<file path="src/include/ilog_pkg.sv">
package ilog_pkg;
    // Bus address of this slave; value is arbitrary
    localparam logic [6:0] ILOG_SLAVE_ADDR = 7'h2C;
    localparam int ILOG_PTR_W = 8;
    localparam int ILOG_MEM_DEPTH = 256;
    // Pointer regions
    localparam logic [7:0] ILOG_LOG_BASE = 8'h40;
    localparam logic [7:0] ILOG_STATUS_ADDR = 8'h0F;
    localparam int ILOG_STAT_MEMCLR_POS = 6;
    localparam int ILOG_STAT_ACTIVE_POS = 5;
    localparam logic [7:0] ILOG_PTR_RESET = 8'h00;
    localparam logic [7:0] ILOG_BYTE_RESET = 8'h00;
    localparam logic [3:0] ILOG_BIT_LAST = 4'h7;
    localparam logic [3:0] ILOG_BIT_ACK = 4'h8;
    // Slowest legal link is 100 kHz, fastest 400 kHz; a 2-flop synchroniser at
    // 25 MHz leaves over 20 samples per fast-mode half period.
    localparam int ILOG_CLK_MHZ = 25;
    localparam int ILOG_SCL_FAST_KHZ = 400;
    localparam int ILOG_SCL_HALF_CYC = (ILOG_CLK_MHZ * 1000) / (ILOG_SCL_FAST_KHZ * 2);
    typedef enum logic [2:0] {
        ILOG_IDLE,
        ILOG_ADDR,
        ILOG_REG,
        ILOG_WDATA,
        ILOG_RDATA,
        ILOG_IGNORE
    } ilog_state_e;
endpackage

</file>
<file path="src/include/ilog_mem_if.sv">
`timescale 1ns/100ps
interface ilog_mem_if;
    logic wr_en;
    logic [7:0] addr;
    logic [7:0] wdata;
    logic [7:0] rdata;
    modport master (output wr_en, output addr, output wdata, input rdata);
    modport slave (input wr_en, input addr, input wdata, output rdata);
endinterface

</file>
<file path="src/rtl/ilog_slave.sv">
`timescale 1ns/100ps
// Overview of operation
// - Bus writes into the event-log area are dropped; only internal logging writes it.
// - Mission start is refused unless the memory-cleared flag is one.
// - Any bus data write, except a status write with mission-active set, stops logging, clearing mission-active and mission-enable.
// - Slave only: SDA and SCL are inputs; SDA is driven low open-drain.
// - SDA is sampled on SCL rise and changed only while SCL is low.
// - SDA falling while SCL is high is a START.
// - SDA rising while SCL is high is a STOP and ends the transfer.
// - Eight data bits then one acknowledge bit, any number of bytes.
// - Works at standard and fast mode clock rates.
// - Acknowledge holds SDA low over the whole ninth clock high phase.
// - On master not-acknowledge the slave releases SDA and stops sending.
// - Repeated START begins a fresh address phase.
// - Write: address byte with direction 0, then a byte loading the pointer.
// - Address, pointer and every data byte are acknowledged during writes.
// - Read: acknowledge address, then send bytes from the pointer location.
// - Writing zero to mission-active stops the mission and clears mission-enable.
// - Memory-cleared flag drops when a mission starts.
module ilog_slave
    import ilog_pkg::*;
(
    input wire logic clk,
    input wire logic rst_n,
    input wire logic scl_in,
    input wire logic sda_in,
    output logic sda_out,
    output logic sda_oe_n,
    input wire logic log_wr_en,
    input wire logic [7:0] log_addr,
    input wire logic [7:0] log_wdata,
    input wire logic event_start,
    input wire logic mem_clear_done,
    output logic mission_active_flag,
    output logic mission_enable_bit,
    output logic memory_cleared_flag,
    output logic busy
);
    ilog_mem_if mem_bus ();

    logic scl_s;
    logic sda_s;
    logic scl_d_reg;
    logic sda_d_reg;
    logic scl_rise;
    logic scl_fall;
    logic start_det;
    logic stop_det;

    ilog_state_e state_reg, state_next;
    logic [3:0] bit_reg, bit_next;
    logic [7:0] shift_reg, shift_next;
    logic [7:0] ptr_reg, ptr_next;
    logic rw_reg, rw_next;
    logic ack_reg, ack_next;
    logic drive_reg, drive_next;
    logic nack_reg, nack_next;
    logic wr_en_reg, wr_en_next;
    logic [7:0] wdata_reg, wdata_next;
    logic load_reg, load_next;
    logic active_reg, active_next;
    logic enable_reg, enable_next;
    logic cleared_reg, cleared_next;
    logic busy_reg, busy_next;
    logic [7:0] rd_byte;

    function automatic logic [7:0] ilog_ptr_inc(input logic [7:0] p);
        return p + 8'h01;
    endfunction

    ilog_sync u_sync_scl (
        .clk(clk),
        .rst_n(rst_n),
        .async_in(scl_in),
        .sync_out(scl_s)
    );

    ilog_sync u_sync_sda (
        .clk(clk),
        .rst_n(rst_n),
        .async_in(sda_in),
        .sync_out(sda_s)
    );

    ilog_regfile u_regfile (
        .clk(clk),
        .rst_n(rst_n),
        .bus(mem_bus),
        .log_wr_en(log_wr_en),
        .log_addr(log_addr),
        .log_wdata(log_wdata)
    );

    assign mem_bus.wr_en = wr_en_reg;
    assign mem_bus.addr = ptr_reg;
    assign mem_bus.wdata = wdata_reg;

    assign scl_rise = scl_s && !scl_d_reg;
    assign scl_fall = !scl_s && scl_d_reg;
    assign start_det = scl_s && scl_d_reg && sda_d_reg && !sda_s;
    assign stop_det = scl_s && scl_d_reg && !sda_d_reg && sda_s;

    always_comb begin
        rd_byte = mem_bus.rdata;
        if (ptr_reg == ILOG_STATUS_ADDR) begin
            rd_byte = ILOG_BYTE_RESET;
            rd_byte[ILOG_STAT_MEMCLR_POS] = cleared_reg;
            rd_byte[ILOG_STAT_ACTIVE_POS] = active_reg;
        end
    end

    always_comb begin
        state_next = state_reg;
        bit_next = bit_reg;
        shift_next = shift_reg;
        ptr_next = ptr_reg;
        rw_next = rw_reg;
        ack_next = ack_reg;
        drive_next = drive_reg;
        nack_next = nack_reg;
        wr_en_next = 1'b0;
        wdata_next = wdata_reg;
        load_next = 1'b0;
        active_next = active_reg;
        enable_next = enable_reg;
        cleared_next = cleared_reg;
        busy_next = busy_reg;

        if (mem_clear_done) begin
            cleared_next = 1'b1;
        end
        if (event_start && enable_reg && cleared_reg) begin
            active_next = 1'b1;
            cleared_next = 1'b0;
        end

        if (start_det) begin
            state_next = ILOG_ADDR;
            bit_next = 4'h0;
            ack_next = 1'b0;
            drive_next = 1'b0;
            busy_next = 1'b1;
        end else if (stop_det) begin
            state_next = ILOG_IDLE;
            drive_next = 1'b0;
            ack_next = 1'b0;
            busy_next = 1'b0;
        end else if (state_reg != ILOG_IDLE && state_reg != ILOG_IGNORE) begin
            if (scl_rise) begin
                if (state_reg == ILOG_RDATA) begin
                    // Transmit shifter stays put; only the master's answer is taken
                    if (bit_reg == ILOG_BIT_ACK) begin
                        nack_next = sda_s;
                    end
                end else if (bit_reg <= ILOG_BIT_LAST) begin
                    shift_next = {shift_reg[6:0], sda_s};
                end
                bit_next = bit_reg + 4'h1;
            end else if (scl_fall) begin
                if (bit_reg == ILOG_BIT_LAST + 4'h1) begin
                    // Falling edge after the eighth bit: decide acknowledge
                    drive_next = 1'b0;
                    unique case (state_reg)
                        ILOG_ADDR: begin
                            if (shift_reg[7:1] == ILOG_SLAVE_ADDR) begin
                                ack_next = 1'b1;
                                rw_next = shift_reg[0];
                            end else begin
                                state_next = ILOG_IGNORE;
                                busy_next = 1'b0;
                            end
                        end
                        ILOG_REG: begin
                            ack_next = 1'b1;
                            ptr_next = shift_reg;
                        end
                        ILOG_WDATA: begin
                            ack_next = 1'b1;
                            wdata_next = shift_reg;
                            if (ptr_reg == ILOG_STATUS_ADDR) begin
                                if (!shift_reg[ILOG_STAT_ACTIVE_POS]) begin
                                    active_next = 1'b0;
                                    enable_next = 1'b0;
                                end else if (cleared_reg) begin
                                    active_next = 1'b1;
                                    enable_next = 1'b1;
                                    cleared_next = 1'b0;
                                end
                            end else begin
                                // Log area is read only from the bus
                                wr_en_next = (ptr_reg < ILOG_LOG_BASE);
                                active_next = 1'b0;
                                enable_next = 1'b0;
                            end
                        end
                        ILOG_RDATA: begin
                            // Advance now so the next byte is fetched during the ack clock
                            ptr_next = ilog_ptr_inc(ptr_reg);
                        end
                        default: begin
                            ack_next = 1'b0;
                        end
                    endcase
                end else if (bit_reg == ILOG_BIT_ACK + 4'h1) begin
                    // End of acknowledge clock
                    ack_next = 1'b0;
                    bit_next = 4'h0;
                    drive_next = 1'b0;
                    unique case (state_reg)
                        ILOG_ADDR: begin
                            if (rw_reg) begin
                                state_next = ILOG_RDATA;
                                drive_next = !rd_byte[7];
                                shift_next = {rd_byte[6:0], 1'b0};
                                load_next = 1'b1;
                            end else begin
                                state_next = ILOG_REG;
                            end
                        end
                        ILOG_REG: begin
                            state_next = ILOG_WDATA;
                        end
                        ILOG_WDATA: begin
                            ptr_next = ilog_ptr_inc(ptr_reg);
                        end
                        ILOG_RDATA: begin
                            if (nack_reg) begin
                                state_next = ILOG_IGNORE;
                            end else begin
                                drive_next = !rd_byte[7];
                                shift_next = {rd_byte[6:0], 1'b0};
                            end
                        end
                        default: begin
                            state_next = ILOG_IGNORE;
                        end
                    endcase
                end else if (state_reg == ILOG_RDATA && bit_reg < ILOG_BIT_LAST + 4'h1) begin
                    drive_next = !shift_reg[7];
                    shift_next = {shift_reg[6:0], 1'b0};
                end
            end
        end

        // First byte after the address acknowledge is loaded once more
        if (load_reg && state_reg == ILOG_RDATA && bit_reg == 4'h0) begin
            drive_next = !rd_byte[7];
            shift_next = {rd_byte[6:0], 1'b0};
        end
    end

    always_ff @(posedge clk or negedge rst_n) begin
        if (!rst_n) begin
            scl_d_reg <= 1'b1;
            sda_d_reg <= 1'b1;
            state_reg <= ILOG_IDLE;
            bit_reg <= 4'h0;
            shift_reg <= ILOG_BYTE_RESET;
            ptr_reg <= ILOG_PTR_RESET;
            rw_reg <= 1'b0;
            ack_reg <= 1'b0;
            drive_reg <= 1'b0;
            nack_reg <= 1'b0;
            wr_en_reg <= 1'b0;
            wdata_reg <= ILOG_BYTE_RESET;
            load_reg <= 1'b0;
            active_reg <= 1'b0;
            enable_reg <= 1'b0;
            cleared_reg <= 1'b0;
            busy_reg <= 1'b0;
            sda_oe_n <= 1'b1;
        end else begin
            scl_d_reg <= scl_s;
            sda_d_reg <= sda_s;
            state_reg <= state_next;
            bit_reg <= bit_next;
            shift_reg <= shift_next;
            ptr_reg <= ptr_next;
            rw_reg <= rw_next;
            ack_reg <= ack_next;
            drive_reg <= drive_next;
            nack_reg <= nack_next;
            wr_en_reg <= wr_en_next;
            wdata_reg <= wdata_next;
            load_reg <= load_next;
            active_reg <= active_next;
            enable_reg <= enable_next;
            cleared_reg <= cleared_next;
            busy_reg <= busy_next;
            sda_oe_n <= !(ack_next || drive_next);
        end
    end

    assign sda_out = 1'b0;
    assign mission_active_flag = active_reg;
    assign mission_enable_bit = enable_reg;
    assign memory_cleared_flag = cleared_reg;
    assign busy = busy_reg;
endmodule

</file>
<file path="src/rtl/ilog_sync.sv">
`timescale 1ns/100ps
module ilog_sync (
    input wire logic clk,
    input wire logic rst_n,
    input wire logic async_in,
    output logic sync_out
);
    logic meta_reg;
    logic sync_reg;
    always_ff @(posedge clk or negedge rst_n) begin
        if (!rst_n) begin
            meta_reg <= 1'b1;
            sync_reg <= 1'b1;
        end else begin
            meta_reg <= async_in;
            sync_reg <= meta_reg;
        end
    end
    assign sync_out = sync_reg;
endmodule

</file>
<file path="src/rtl/ilog_regfile.sv">
`timescale 1ns/100ps
module ilog_regfile
    import ilog_pkg::*;
(
    input wire logic clk,
    input wire logic rst_n,
    ilog_mem_if.slave bus,
    input wire logic log_wr_en,
    input wire logic [7:0] log_addr,
    input wire logic [7:0] log_wdata
);
    logic [7:0] mem [ILOG_MEM_DEPTH];
    logic [7:0] rdata_reg;
    always_ff @(posedge clk) begin
        if (log_wr_en) begin
            mem[log_addr] <= log_wdata;
        end else if (bus.wr_en && bus.addr < ILOG_LOG_BASE) begin
            mem[bus.addr] <= bus.wdata;
        end
    end
    always_ff @(posedge clk or negedge rst_n) begin
        if (!rst_n) begin
            rdata_reg <= ILOG_BYTE_RESET;
        end else begin
            rdata_reg <= mem[bus.addr];
        end
    end
    assign bus.rdata = rdata_reg;
endmodule

</file>
<file path="config.mk">
export PLATFORM = sky130hd
export DESIGN_NAME = ilog_slave
export DESIGN_NICKNAME = d
export VERILOG_FILES = /design/src/include/ilog_pkg.sv /design/src/include/ilog_mem_if.sv /design/src/rtl/ilog_slave.sv /design/src/rtl/ilog_sync.sv /design/src/rtl/ilog_regfile.sv
export SDC_FILE = /design/constraint.sdc
export NUM_CORES = 2
export LEC_CHECK = 0
export BUFFER_PORTS_ARGS = -buffer_cell sky130_fd_sc_hd__buf_2
export CELL_PAD_IN_SITES_DETAIL_PLACEMENT = 1
export CELL_PAD_IN_SITES_GLOBAL_PLACEMENT = 1
export CORE_UTILIZATION = 32
export CTS_CLUSTER_SIZE = 25
export DETAILED_ROUTE_END_ITERATION = 10
export GPL_TIMING_DRIVEN = 0
export PLACE_DENSITY = 0.51
export SLEW_MARGIN = 10
export SYNTH_ARGS = -nofsm -noshare
export SYNTH_HDL_FRONTEND = slang
export SYNTH_SLANG_ARGS = --single-unit
</file>
<file path="constraint.sdc">
create_clock -name clk -period 7.9 [get_ports clk]
set_input_delay 0.79 -clock clk [delete_from_list [all_inputs] [get_ports clk]]
set_output_delay 0.79 -clock clk [all_outputs]
set_load 0.01 [all_outputs]
</file>
# Yosys cells after proc, flatten, opt, wreduce, memory -nomap -nowiden
# Memories as Yosys holds them, arrays and structs flattened. A register that Yosys moved wholly into a read port is not among the register bits.
# Cells that the tools add are included.
# totals
output_inout_bits	6
n_memories	1
ram_bits	2048
rom_bits	0
ff_bits	48
wordCells	225
latch_bits	0
inputBits	23
# memory_table
name	depth	width	read_ports	rd_clocked_by_memory_dff	wr	line_no	rtl
u_regfile.mem	256	8	1	1	1	ilog_regfile.sv:12	logic [7:0] mem [ILOG_MEM_DEPTH];
# classes
magnitude_cmp	3
reduce_logical	49
mux	118
n_mul	0
eq_ne	27
bitwise_logic	3
n_shift	0
addsub	2
n_div	0
# ops
cell	count
$mux 8	19
$mux 1	76
$mux 3	11
$pmux 8 s2	2
$reduce_and 8->1	4
$mux 4	7
$reduce_bool 3->1	8
$logic_and 1x1->1	14
$ne 3x3->1 const B	4
$pmux 3 s4	1
$reduce_and 6->1	2
$reduce_and 11->1	1
$ne 5x5->1 const B	2
$ne 3x1->1 const B	3
$add 8x1->8 const B	1
$eq 4x4->1 const B	2
$eq 8x4->1 const B	1
$logic_not 1->1	8
$lt 8x7->1 const B	1
$ne 4x3->1 const B	2
$ne 4x4->1 const B	2
$reduce_bool 2->1	4
$reduce_bool 4->1	2
$reduce_or 8->1	1
19 further kinds	24

# Longest topological paths before layout
# depth
depth_word	15
ltp_mapped	12
mapped_depth_nobuf	9

# Cells and area by module
# Synthesis repeated with hierarchy kept, for this count alone.
# hier_totals
hier_cells	3951
hier_area_um2	82081.2
# modules_own_cells
mod	area_per_inst_um2	cells_per_inst	n_inst	seq_area_each_um2
ilog_regfile	79361.1	3683	1	61699.2
ilog_slave	2615.0	264	1	1104.8
ilog_sync	52.6	2	2	52.6

# Worst setup path before layout
# No wires, ideal clock.
# synth_timing
kind	register -> register
start	reg ptr_reg[6] (netlist: mem_bus.addr[6])
end	mem u_regfile.mem[0][0], data pin
slack_ns	2.617
n_path_buf	2
setup_ns	0.825
required_ns	7.075
path_stages_with_launch	8
arrival_time_ns	4.458
period_less_slack_ns	5.283
path_cell_list	dfrtp_1 -> clkbuf_1 -> inv_1 -> nand2_1 -> nor3b_2 -> buf_2 -> nand2_1 -> nand2_1
# synth_between
elab_chain_len	7
# synth_lines
item	line_no	rtl
start, declared	ilog_slave.sv:53	logic [7:0] ptr_reg, ptr_next;
start signal, assigned	ilog_slave.sv:278	ptr_reg <= ptr_next;
$lt 8x7->1	ilog_regfile.sv:17	end else if (bus.wr_en && bus.addr < ILOG_LOG_BASE) begin
$logic_and 1x1->1	ilog_regfile.sv:17	
$mux 1	ilog_regfile.sv:17	
$mux 1	ilog_regfile.sv:15	if (log_wr_en) begin
$mux 1 (not written as such)	ilog_regfile.sv:18	mem[bus.addr] <= bus.wdata;
$reduce_or 8->1 (no line)	--	
$mux 8 (no line)	--	
end, declared	ilog_regfile.sv:12	
# Every way passes these cells.

# Final worst setup path
# layout_timing
start	reg ptr_reg[6] (netlist: mem_bus.addr[6])
end	mem u_regfile.mem[159][2], enable pin
# layout_between
elab_chain_len	7
elab_cells_between_ends	8
cone_classes	1 x order compare; 5 x mux; 2 x reduce/logical
# layout_lines
item	line_no
$lt 8x7->1	ilog_regfile.sv:17
$logic_and 1x1->1	ilog_regfile.sv:17
$mux 1	ilog_regfile.sv:17
$mux 1	ilog_regfile.sv:15
$mux 1 (not written as such)	ilog_regfile.sv:18
$reduce_or 8->1 (no line)	--
$mux 8 (no line) / $mux 1 (equally long branches)	--
# Several ways; a longest one is shown, not always the timed one.

==> results.yml <==
run_status:
  status: "finished, final reports clean"
finish:
  syn2layout_area_growth_pct: 15.4
  largest_reg_flops: 2048
  fillCellCount: 25300
  multi_input_area_mm2: 0.0189
  drive_above_1_share_pct: 19.9
  largest-register: "u_regfile.mem"
  nets: 4698
  finalCoreUtilization_pct: 37.2
  register_area_mm2: 0.0629
critical_path:
  critPathRequiredTime_ns: 8.41
  cp_num_cells: 10
  crit_buf_inv: 4
  path_common_cell: "nand2_1"
  crit_slowest_cell: "nor2_1"
  path_cells: "clkbuf_2 -> inv_1 -> nand2_1 -> nor3b_2 -> buf_2 -> nand2_1 -> nand2_1 -> nand2_1 -> buf_2 -> nor2_1"
  critPathTopFamily: "simple AND/OR/NAND/NOR gates"
  critPathMaxStageDelay_ns: 0.98
  startpoint_type: "flip-flop"
  reg2reg_slack_ns: 1.47
  endpoint_kind: "flip-flop"
  reg2reg_depth: 10
  worstPathArrival_ns: 6.94
  crit_fanout: 10
  worstSetupPathType: "flip-flop to flip-flop"
flow_run:
  maxCapViolations: 0
route:
  wl_per_cell_um: 47.0
  post_drt_via_cell_ratio: 6.12
  drt_iter0_drc: 8879
  routed_wl_mm: 388
  num_vias: 50500
  remaining_drc_errors: 0
  ant_nets: 0
  dr.pass1.iters: 6
logic_synthesis:
  yosys_warnings: 0
  synth_area_mm2: 0.0836
  async_flop_share_pct: 2.66
  synth-seq-cells: 2104
  synth_nets: 4383
  synth_cells: 4352
  synth_cell_types: 82
  synth_top_cell_area_share_pct: 73.5
  synth.most_common_cell: "edfxtp_1"
  synthFlopType: "edfxtp_1"
  synth.avg_cell_area_um2: 19.2
  synth_edf_count: 2048
  synth-seq-area-share_pct: 75.2
  synth.top_cells.by_count: "edfxtp_1 (2048), mux2i_1 (375), nor2_1 (336)"
  synth_area_leaders: "edfxtp_1 (74%), mux4_2 (7.9%), mux2i_1 (4.5%)"
  synth_area_leader_cell: "edfxtp_1"
timing:
  tightest_slew_ns: 1.41
  fmax_ghz: 0.155
  setup_viol: 0
  finalHoldViolCount: 0
  setup_ws_ns: 1.47
  period_needed_ns: 6.43
  skew_ns: 0.0672
  max_slew_margin_pct: 5.81
  finalCritPeriodShare_pct: 81.4
  rsz0062_at_grt: "false"
  drv_slew: 0
pwr:
  power_frac_seq_pct: 53.6
  power_frac_clock_pct: 44.7
  irDropWorstVdd_v: 0.000253
  powerDensity_mw_per_mm2: 238
  pwr-share-comb_pct: 1.7
  p_int_w: 0.0180
  sw_frac_of_total_pct: 21.7
  p_sw_w: 0.00499
  leakage_nw: 29.1
global_route:
  grt-ovfl-total: 0
  track_usage_pct: 28.9
  grt_pass1_vias: 48200
  grt_max_degree: 81
  grt_pass1_wl_mm: 495
  antenna_found_initial: 48
clock_tree:
  cts_buffer_depth: 3
  cts_max_level: 4
  clk_pin_slew_worst_paths_ns: 0.06
  cts-root-buf: "clkbuf_16"
  clkSinkCount: 2104
  cts_buffers: 225
  cts_setup_buffers: 0
  clk_latency_ns: 0.92
  cts_tree: "done"
die:
  die_area_mm2: 0.263
  die_w_um: 513
  ioPinCount: 29
  core_region_area_mm2: 0.260
  num_rows: 187
  chipHeight_um: 513
  start_util_pct: 32.2
hold_path:
  min_path_cells: 3
  hp-class: "input port to flip-flop"
placement:
  port_buffers: 27
  gp_congestion: 0.948
  dp_hpwl_mm: 256
  place_ws_ns: 1.75
[final timing paths]
path	startpoint	endpoint
max in group asynchronous	rst_n	mem_bus.wdata[0]
max reg2reg	mem_bus.addr[6]	u_regfile.mem[159][2]
max	mem_bus.addr[6]	u_regfile.mem[159][2]
min in group asynchronous	rst_n	bit_reg[2]
min reg2reg	u_sync_scl.meta_reg	u_sync_scl.sync_out
min	mem_clear_done	memory_cleared_flag
[cells in the final DEF (no fill, tap or decap), types with 22 or more instances in the layout]
cell type and n:
buf_12 39, nor2_1 332, nand3_1 45, mux2i_1 375, clkbuf_16 230, clkinv_1 48
buf_16 33, o211ai_1 22, mux4_2 293, a21oi_1 90, a221oi_1 118, buf_2 99
a22oi_1 86, nor3_1 25, edfxtp_1 2048, a31oi_1 25, clkbuf_2 65, nand2_1 161
clkinv_2 32, mux4_1 46, buf_6 38, clkbuf_1 91, mux2_2 27, dfrtp_1 49
o21ai_0 89
[cell families after synthesis]
kind of cell / share of synthesized area, %
other: 0.00448
adder cells (fa/ha/maj): 0.120
AO/OA/AOI/OAI: 4.79
multiplexers: 14.2
flip-flops: 75.2
XOR/XNOR: 0.0419
AND/OR/NAND/NOR: 3.34
buffers and inverters: 2.31
[worst reg2reg max path: stages (launching register included)]
cell	delay, ns
dfrtp_1	0.37
clkbuf_2	0.45
inv_1	0.82
nand2_1	0.64
nor3b_2	0.67
buf_2	0.52
nand2_1	0.11
nand2_1	0.13
nand2_1	0.55
buf_2	0.74
nor2_1	1.04
[layer usage]
layer  global-route usage, %  vias up  part of all wire, %
met4                    15.0        6                  5.9
met3                    7.75      783                   11
li1                        -    18600                    -
met5                       0        -                0.023
met2                    43.4     3428                   44
met1                    38.4    27700                   40
[cell type report]
type	instances	share of cell area, %
inverters	16	0.0622
clock inverters	109	0.952
repair buffers	88	1.61
clock buffers	285	6.17
multi-input cells	1966	19.6
flip-flops and latches	2104	65.2
well taps	3402	4.41
diodes	15	0.0389
plain buffers	266	2.04
[repair_timing]
item                      CTS  global route
gates resized for setup     0             0
hold endpoints to repair   50             0
hold buffers                3             0
[power groups by stage]
stage,registers [W],logic [W],clock network (W)
after detailed placement,0.0125,0.000393,0
after global routing,0.0123,0.000415,0.0107
final,0.0123,0.000401,0.0103
after global placement,0.0127,0.000325,0
after floorplan,0.0126,0.000153,0
after CTS,0.0123,0.000394,0.0103
[stage by stage]
stage                     cells  cell area (um^2)  total power [W]   TNS, ns  hold WS, ns
after floorplan            4352             83600           0.0127         0        0.345
after global placement     7781             88000           0.0130  -8864.48        0.350
after detailed placement   7839             89600           0.0129         0        0.347
after CTS                  8236             96500           0.0230         0       0.0986
after global routing       8237             96500           0.0234         0        0.159
final                      8251             96600           0.0230         0        0.139
No activity file was read; power rests on OpenSTA's default activity.
